==> src/rtl/pie_map.svh <==
// register offsets, field positions, masks and reset values of the enable block
`ifndef PIE_MAP_SVH
`define PIE_MAP_SVH

// ****************************************************************
// register byte offsets on the register bus
// ****************************************************************
`define PIE_OFF_EN_A 8'h00
`define PIE_OFF_EN_B 8'h04
`define PIE_OFF_FLAG_A 8'h08
`define PIE_OFF_FLAG_B 8'h0c
`define PIE_OFF_CLR_A 8'h10
`define PIE_OFF_CLR_B 8'h14
`define PIE_OFF_CTRL 8'h18

// ****************************************************************
// implemented bits, reset values and field positions
// ****************************************************************
`define PIE_EN_A_MASK 8'h7f
`define PIE_EN_B_MASK 8'hf0
`define PIE_CTRL_MASK 8'hc0
`define PIE_BYTE_RESET 8'h00
`define PIE_CTRL_GLOBAL_BIT 7
`define PIE_CTRL_GROUP_BIT 6
`define PIE_ALIGN_ZERO 2'h0
`define PIE_WORD_ZERO 32'h0000_0000
`define PIE_PAD_ZERO 24'h00_0000

`endif

==> src/rtl/pie_pkg.sv <==
// types shared by the enable block and its bench
package pie_pkg;

	// apb request from the master, one bundle
	typedef struct packed {
		logic psel;
		logic penable;
		logic pwrite;
		logic [7:0] paddr;
		logic [31:0] pwdata;
	} pie_apb_req_t;

	// first enable register layout, bit 7 down to bit 0
	typedef struct packed {
		logic unused7;
		logic adc_done_irq_en;
		logic serial_rx_irq_en;
		logic serial_tx_irq_en;
		logic sync_serial_irq_en;
		logic capture_compare_irq_en;
		logic period_match_irq_en;
		logic counter_overflow_irq_en;
	} pie_en_a_t;

	// second enable register layout, bit 7 down to bit 0
	typedef struct packed {
		logic osc_fail_irq_en;
		logic comparator_b_irq_en;
		logic comparator_a_irq_en;
		logic nvm_write_done_irq_en;
		logic [3:0] unused3_0;
	} pie_en_b_t;

endpackage

==> src/rtl/pie_flag_bank.sv <==
// bank of sticky event flags, set wins over clear
`timescale 1ns/10ps

module pie_flag_bank #(
	parameter int W = 8,
	parameter logic [7:0] MASK = 8'hff
) (
	input wire logic core_clk_in,
	input wire logic rst_b_in,
	input wire logic [W-1:0] set_in,
	input wire logic [W-1:0] clr_in,
	output logic [W-1:0] flags_out
);

	logic [W-1:0] flags_reg; // held flags
	logic [W-1:0] flags_next; // next flags
	logic [W-1:0] mask_w; // implemented bits

	assign mask_w = MASK[W-1:0];

	// ****************************************************************
	// next value: clear first, then the event sets again
	// ****************************************************************
	always_comb begin
		flags_next = ((flags_reg & ~clr_in) | set_in) & mask_w;
	end

	// register only
	always_ff @(posedge core_clk_in) begin
		if (!rst_b_in) begin
			flags_reg <= '0;
		end else begin
			flags_reg <= flags_next;
		end
	end

	assign flags_out = flags_reg;

endmodule

==> src/rtl/pie_core.sv <==
// peripheral interrupt enable block with apb registers and one irq line
`timescale 1ns/10ps
`include "pie_map.svh"

module pie_core (
	input wire logic core_clk_in,
	input wire logic rst_b_in,
	input wire pie_pkg::pie_apb_req_t apb_req_in,
	output logic [31:0] prdata_out,
	output logic pready_out,
	output logic pslverr_out,
	input wire logic [7:0] evt_a_in,
	input wire logic [7:0] evt_b_in,
	output logic irq_out
);
	import pie_pkg::*;

	// ****************************************************************
	// declarations
	// ****************************************************************
	pie_en_a_t en_a_reg; // first enable register
	pie_en_a_t en_a_next;
	pie_en_b_t en_b_reg; // second enable register
	pie_en_b_t en_b_next;
	logic [7:0] ctrl_reg; // global and group enables
	logic [7:0] ctrl_next;
	logic pready_reg; // access phase answer
	logic pready_next;
	logic [31:0] prdata_reg; // read data
	logic [31:0] prdata_next;
	logic pslverr_reg; // unmapped address answer
	logic pslverr_next;
	logic irq_reg; // interrupt line
	logic irq_next;
	logic [7:0] flags_a; // first flag bank
	logic [7:0] flags_b; // second flag bank
	logic [7:0] clr_a; // write-one-to-clear strobes
	logic [7:0] clr_b;
	logic [7:0] hit_a; // flag and enable per source
	logic [7:0] hit_b;
	logic acc_phase; // psel and penable
	logic acc_done; // transfer completes at this edge
	logic wr_done; // write completes at this edge
	logic mapped; // address decodes to a register
	logic pend_any; // any unmasked source

	// ****************************************************************
	// helper functions
	// ****************************************************************
	// address match on an aligned word
	function automatic logic addr_is(input logic [7:0] addr, input logic [7:0] off);
		addr_is = (addr == off);
	endfunction

	// widen one register byte to the bus word
	function automatic logic [31:0] word_of(input logic [7:0] b);
		word_of = {`PIE_PAD_ZERO, b};
	endfunction

	// ****************************************************************
	// bus phase decode
	// ****************************************************************
	always_comb begin
		acc_phase = apb_req_in.psel & apb_req_in.penable;
		acc_done = acc_phase & pready_reg;
		wr_done = acc_done & apb_req_in.pwrite;
		mapped = (apb_req_in.paddr[1:0] == `PIE_ALIGN_ZERO) &&
			(addr_is(apb_req_in.paddr, `PIE_OFF_EN_A) ||
			addr_is(apb_req_in.paddr, `PIE_OFF_EN_B) ||
			addr_is(apb_req_in.paddr, `PIE_OFF_FLAG_A) ||
			addr_is(apb_req_in.paddr, `PIE_OFF_FLAG_B) ||
			addr_is(apb_req_in.paddr, `PIE_OFF_CLR_A) ||
			addr_is(apb_req_in.paddr, `PIE_OFF_CLR_B) ||
			addr_is(apb_req_in.paddr, `PIE_OFF_CTRL));
	end

	// ****************************************************************
	// bus answer: one wait cycle, data and error with pready
	// ****************************************************************
	always_comb begin
		pready_next = acc_phase & ~pready_reg;
		prdata_next = prdata_reg;
		pslverr_next = 1'b0;
		if (acc_phase && !pready_reg) begin
			// capture the answer in the first access cycle
			pslverr_next = ~mapped;
			if (apb_req_in.pwrite || !mapped) begin
				prdata_next = `PIE_WORD_ZERO;
			end else if (addr_is(apb_req_in.paddr, `PIE_OFF_EN_A)) begin
				prdata_next = word_of(en_a_reg);
			end else if (addr_is(apb_req_in.paddr, `PIE_OFF_EN_B)) begin
				prdata_next = word_of(en_b_reg);
			end else if (addr_is(apb_req_in.paddr, `PIE_OFF_FLAG_A)) begin
				prdata_next = word_of(flags_a);
			end else if (addr_is(apb_req_in.paddr, `PIE_OFF_FLAG_B)) begin
				prdata_next = word_of(flags_b);
			end else if (addr_is(apb_req_in.paddr, `PIE_OFF_CTRL)) begin
				prdata_next = word_of(ctrl_reg);
			end else begin
				// clear registers are write-only and read zero
				prdata_next = `PIE_WORD_ZERO;
			end
		end
	end

	always_ff @(posedge core_clk_in) begin
		if (!rst_b_in) begin
			pready_reg <= 1'b0;
			prdata_reg <= `PIE_WORD_ZERO;
			pslverr_reg <= 1'b0;
		end else begin
			pready_reg <= pready_next;
			prdata_reg <= prdata_next;
			pslverr_reg <= pslverr_next;
		end
	end

	// ****************************************************************
	// enable and control registers
	// ****************************************************************
	always_comb begin
		en_a_next = en_a_reg;
		en_b_next = en_b_reg;
		ctrl_next = ctrl_reg;
		clr_a = `PIE_BYTE_RESET;
		clr_b = `PIE_BYTE_RESET;
		if (wr_done) begin
			// unimplemented bits are masked off on every write
			if (addr_is(apb_req_in.paddr, `PIE_OFF_EN_A)) begin
				en_a_next = apb_req_in.pwdata[7:0] & `PIE_EN_A_MASK;
			end
			if (addr_is(apb_req_in.paddr, `PIE_OFF_EN_B)) begin
				en_b_next = apb_req_in.pwdata[7:0] & `PIE_EN_B_MASK;
			end
			if (addr_is(apb_req_in.paddr, `PIE_OFF_CTRL)) begin
				ctrl_next = apb_req_in.pwdata[7:0] & `PIE_CTRL_MASK;
			end
			// only software clears a flag
			if (addr_is(apb_req_in.paddr, `PIE_OFF_CLR_A)) begin
				clr_a = apb_req_in.pwdata[7:0];
			end
			if (addr_is(apb_req_in.paddr, `PIE_OFF_CLR_B)) begin
				clr_b = apb_req_in.pwdata[7:0];
			end
		end
	end

	// enables start masked after reset
	always_ff @(posedge core_clk_in) begin
		if (!rst_b_in) begin
			en_a_reg <= `PIE_BYTE_RESET;
			en_b_reg <= `PIE_BYTE_RESET;
			ctrl_reg <= `PIE_BYTE_RESET;
		end else begin
			en_a_reg <= en_a_next;
			en_b_reg <= en_b_next;
			ctrl_reg <= ctrl_next;
		end
	end

	// ****************************************************************
	// sticky event flags, set regardless of any enable
	// ****************************************************************
	pie_flag_bank #(
		.W(8),
		.MASK(`PIE_EN_A_MASK)
	) u_flags_a (
		.core_clk_in(core_clk_in),
		.rst_b_in(rst_b_in),
		.set_in(evt_a_in),
		.clr_in(clr_a),
		.flags_out(flags_a)
	);

	pie_flag_bank #(
		.W(8),
		.MASK(`PIE_EN_B_MASK)
	) u_flags_b (
		.core_clk_in(core_clk_in),
		.rst_b_in(rst_b_in),
		.set_in(evt_b_in),
		.clr_in(clr_b),
		.flags_out(flags_b)
	);

	// ****************************************************************
	// per-source gating and the interrupt line
	// ****************************************************************
	always_comb begin
		hit_a = `PIE_BYTE_RESET;
		hit_b = `PIE_BYTE_RESET;
		hit_a[6] = flags_a[6] & en_a_reg.adc_done_irq_en;
		hit_a[5] = flags_a[5] & en_a_reg.serial_rx_irq_en;
		hit_a[4] = flags_a[4] & en_a_reg.serial_tx_irq_en;
		hit_a[3] = flags_a[3] & en_a_reg.sync_serial_irq_en;
		hit_a[2] = flags_a[2] & en_a_reg.capture_compare_irq_en;
		hit_a[1] = flags_a[1] & en_a_reg.period_match_irq_en;
		hit_a[0] = flags_a[0] & en_a_reg.counter_overflow_irq_en;
		hit_b[7] = flags_b[7] & en_b_reg.osc_fail_irq_en;
		hit_b[6] = flags_b[6] & en_b_reg.comparator_b_irq_en;
		hit_b[5] = flags_b[5] & en_b_reg.comparator_a_irq_en;
		hit_b[4] = flags_b[4] & en_b_reg.nvm_write_done_irq_en;
		// an old flag fires one edge after it is enabled, with no new event
		pend_any = (|hit_a) | (|hit_b);
		irq_next = pend_any & ctrl_reg[`PIE_CTRL_GROUP_BIT]
			& ctrl_reg[`PIE_CTRL_GLOBAL_BIT];
	end

	// register only
	always_ff @(posedge core_clk_in) begin
		if (!rst_b_in) begin
			irq_reg <= 1'b0;
		end else begin
			irq_reg <= irq_next;
		end
	end

	// ****************************************************************
	// outputs
	// ****************************************************************
	assign prdata_out = prdata_reg;
	assign pready_out = pready_reg;
	assign pslverr_out = pslverr_reg;
	assign irq_out = irq_reg;
endmodule

==> config.mk <==
export PLATFORM = sky130hd
export DESIGN_NAME = pie_core
export DESIGN_NICKNAME = d
export VERILOG_FILES = /design/src/rtl/pie_pkg.sv /design/src/rtl/pie_flag_bank.sv /design/src/rtl/pie_core.sv
export VERILOG_INCLUDE_DIRS = /design/src /design/src/rtl
export SDC_FILE = /design/constraint.sdc
export NUM_CORES = 1
export LEC_CHECK = 0
export BUFFER_PORTS_ARGS = -buffer_cell sky130_fd_sc_hd__buf_2
export CORE_UTILIZATION = 42
export DETAILED_ROUTE_END_ITERATION = 7
export PLACE_DENSITY_LB_ADDON = 0.2
export SLEW_MARGIN = 20
export SYNTH_ARGS = -nofsm -noshare
export SYNTH_HDL_FRONTEND = slang
export SYNTH_HIERARCHICAL = 1
export SYNTH_SLANG_ARGS = --single-unit
==> constraint.sdc <==
create_clock -name core_clk_in -period 1.5 [get_ports core_clk_in]
set_clock_uncertainty 0.05 [all_clocks]
set_input_delay 0.3 -clock core_clk_in [delete_from_list [all_inputs] [get_ports core_clk_in]]
set_output_delay 0.3 -clock core_clk_in [all_outputs]
set_load 0.005 [all_outputs]
==> metrics.txt <==
# TYPE chip_impl_metric gauge
chip_impl_info{name="run_status",value="finished with violations"} 1
chip_impl_info{name="failed_checks",value="setup timing"} 1
chip_impl_metric{name="worst_ep_required_time",unit="ns"} 1.63
chip_impl_metric{name="io-pin-count",unit=""} 96
chip_impl_metric{name="via_per_inst",unit=""} 4.925
chip_impl_metric{name="reg2reg_slack",unit="ns"} -0.11
chip_impl_info{name="rr_endpoint",value="u_flags_a/flags_out[3]"} 1
chip_impl_metric{name="fillCellCount",unit=""} 434
chip_impl_metric{name="worst-endpoint-arrival",unit="ns"} 1.74
chip_impl_metric{name="timing_hold_violations_final",unit=""} 0
chip_impl_metric{name="global_route_wire_length_before_repair",unit="um"} 7458
chip_impl_metric{name="finish.cell_count_without_fillers",unit=""} 346
chip_impl_info{name="mostFrequentLayoutCell",value="sky130_fd_sc_hd__buf_2"} 1
chip_impl_metric{name="port_buffers",unit=""} 42
chip_impl_metric{name="met2_usage_in_global_routing",unit="%"} 30.16
chip_impl_info{name="critical_path.startpoint_type",value="register"} 1
chip_impl_metric{name="ant_nets",unit=""} 0
chip_impl_metric{name="grt_util_met3",unit="%"} 4.329
chip_impl_metric{name="reg2reg_depth",unit=""} 7
chip_impl_metric{name="synthesis.area",unit="um^2"} 1966
chip_impl_metric{name="clock-sinks",unit=""} 35
chip_impl_info{name="worstSetupPathType",value="reg -> reg"} 1
chip_impl_metric{name="track_usage",unit="%"} 19.27
chip_impl_metric{name="post-route-util",unit="%"} 56.04
chip_impl_metric{name="number_of_warnings_issued_by_yosys",unit=""} 6
chip_impl_metric{name="min_period",unit="ns"} 1.608
chip_impl_metric{name="timing_max_transition_violations_final",unit=""} 0
chip_impl_metric{name="final_min_period_over_clock_period",unit="%"} 107.2
chip_impl_metric{name="post-layout-total-power",unit="mW"} 2.119
chip_impl_metric{name="die_width",unit="um"} 70.41
chip_impl_info{name="hold_path_end",value="u_flags_a/flags_out[3]"} 1
chip_impl_metric{name="die-height",unit="um"} 70.41
chip_impl_metric{name="num_antenna_cells",unit=""} 0
chip_impl_metric{name="die_area",unit="um^2"} 4958
chip_impl_info{name="worst_min_delay_path_startpoint",value="evt_a_in[3]"} 1
chip_impl_metric{name="static-leakage-power",unit="nW"} 1.106
chip_impl_metric{name="cts_buffer_depth",unit=""} 2
chip_impl_metric{name="clkSlewWorstSetupHoldPaths",unit="ns"} 0.07
chip_impl_metric{name="vias_in_the_first_global_route",unit=""} 1589
chip_impl_metric{name="floorplan.initialDensity",unit="%"} 44.53
chip_impl_metric{name="initialDrtViolationCount",unit=""} 76
chip_impl_metric{name="area_delta_synth_final",unit="%"} 25.84
chip_impl_metric{name="post-route-drc-count",unit=""} 0
chip_impl_metric{name="maximum_number_of_pins_on_one_net_before_global_route_repair",unit=""} 15
chip_impl_metric{name="setup_tns",unit="ns"} -0.7724
chip_impl_info{name="cts_tree",value="built"} 1
chip_impl_metric{name="final_nets",unit=""} 354
chip_impl_metric{name="fin_area",unit="um^2"} 2474
chip_impl_metric{name="timing.fmax",unit="MHz"} 621.8
chip_impl_metric{name="post_synth.cell_area_avg",unit="um^2"} 8.775
chip_impl_info{name="hold_class",value="in -> reg"} 1
chip_impl_metric{name="initial_antenna_violation_count",unit=""} 0
chip_impl_info{name="worstSetupEndpointType",value="register"} 1
chip_impl_metric{name="globalRoute.totalOverflow",unit=""} 0
chip_impl_metric{name="cts_h_tree_depth",unit=""} 2
chip_impl_info{name="startpoint_of_the_worst_slack_reg_to_reg_timing_path",value="pready_out"} 1
chip_impl_metric{name="worstPathMaxFanout",unit=""} 4
chip_impl_metric{name="pwr_density_cell",unit="nW/um^2"} 856.6
chip_impl_metric{name="num_rows",unit=""} 24
chip_impl_info{name="clock_tree.root_cell",value="sky130_fd_sc_hd__clkbuf_8"} 1
chip_impl_metric{name="drt_wl_total",unit="um"} 4514
chip_impl_info{name="rsz_0062_raised_after_global_routing",value="yes"} 1
chip_impl_metric{name="vdd_ir_drop_max",unit="mV"} 0.6637
chip_impl_metric{name="postCtsSetupRepairBufs",unit=""} 0
chip_impl_info{name="most-common-layout-cells",value="42 x sky130_fd_sc_hd__buf_2, 34 x sky130_fd_sc_hd__dfxtp_1, 32 x sky130_fd_sc_hd__buf_4"} 1
chip_impl_metric{name="drt_first_pass_iters",unit=""} 4
chip_impl_metric{name="timing.final.ws_setup",unit="ns"} -0.1083
chip_impl_metric{name="groute.layer.met1.usage",unit="%"} 26.45
chip_impl_metric{name="largest_reg_flops",unit=""} 8
chip_impl_metric{name="insertion_delay",unit="ns"} 0.28
chip_impl_metric{name="numPlacedInstances",unit=""} 338
chip_impl_metric{name="dpl.hpwl",unit="um"} 3621
chip_impl_metric{name="design.core.area",unit="um^2"} 4414
chip_impl_metric{name="place.gp.congestion",unit=""} 0.8681
chip_impl_metric{name="place_area",unit="um^2"} 2328
chip_impl_metric{name="cts-buffers-inserted",unit=""} 5
chip_impl_metric{name="route.vias.total",unit=""} 1704
chip_impl_metric{name="final_layout_size_suffix_gt1_share",unit="%"} 36.73
chip_impl_metric{name="post_drt_wl_per_cell",unit="um"} 13.05
chip_impl_metric{name="max-cap-violations",unit=""} 0
chip_impl_metric{name="finalSetupViolCount",unit=""} 11
chip_impl_metric{name="min_delay_path_depth",unit=""} 2
chip_impl_info{name="top_usage_layer",value="met2"} 1
chip_impl_metric{name="syn-instance-count",unit=""} 224
==> routing by layer <==
metal / wire [um] / vias to the layer above
li1: - / 869
met1: 2164 / 781
met2: 2078 / 49
met3: 232 / 5
met4: 40 / 0
met5: 0 / -
==> what timing repair did <==
action,4_1_cts,5_1_grt
hold buffers,0,0
pin swaps,4,5
hold endpoints to repair,0,0
resized for setup,6,4
setup endpoints to repair,13,22
==> worst max-delay path by stage <==
stage | cells past startpoint | slack (ns) | endpoint | startpoint
2_1_floorplan | 5 | -0.06 | prdata_out[6] | apb_req_in[36]
3_3_place_gp | 5 | -0.24 | prdata_out[6] | apb_req_in[37]
3_5_place_dp | 8 | -0.23 | u_flags_a/flags_out[3] | apb_req_in[37]
4_1_cts | 7 | -0.11 | u_flags_a/flags_out[6] | pready_out
5_1_grt | 7 | -0.17 | u_flags_a/flags_out[1] | pready_out
6_report | 7 | -0.11 | u_flags_a/flags_out[3] | pready_out
==> per-stage QoR <==
step                      setup WS, ns  hold slack [ns]
after floorplan               -0.05560           0.3675
after global placement         -0.2444           0.3892
after detailed placement       -0.2299           0.3908
after CTS                      -0.1095           0.1662
after global routing           -0.1743           0.1511
final                          -0.1083           0.1577
==> worst max-delay path, cell delays in order (launching register included) <==
cell	delay, ns
sky130_fd_sc_hd__dfxtp_2	0.33
sky130_fd_sc_hd__and4_4	0.21
sky130_fd_sc_hd__nand4_1	0.20
sky130_fd_sc_hd__nor3_2	0.23
sky130_fd_sc_hd__buf_4	0.17
sky130_fd_sc_hd__and2_4	0.12
sky130_fd_sc_hd__nor2b_1	0.03
sky130_fd_sc_hd__o21a_1	0.17
==> cell type report <==
type | instances | area, um^2 | share of cell area, %
sequential | 35 | 701.9 | 28.38
tap | 52 | 65.06 | 2.630
multi-input combinational | 174 | 1127 | 45.57
clock buffer | 6 | 82.58 | 3.338
inverter | 3 | 11.26 | 0.4552
clock inverter | 2 | 35.03 | 1.416
timing repair buffer | 74 | 450.4 | 18.21
==> power breakdown <==
part | leakage, nW | switching [mW] | internal (mW) | total, mW
logic | 0.759 | 0.129 | 0.133 | 0.262
clock network | 0.0612 | 0.346 | 0.538 | 0.884
registers | 0.286 | 0.0202 | 0.952 | 0.973
(Power assumes the default switching activity.)
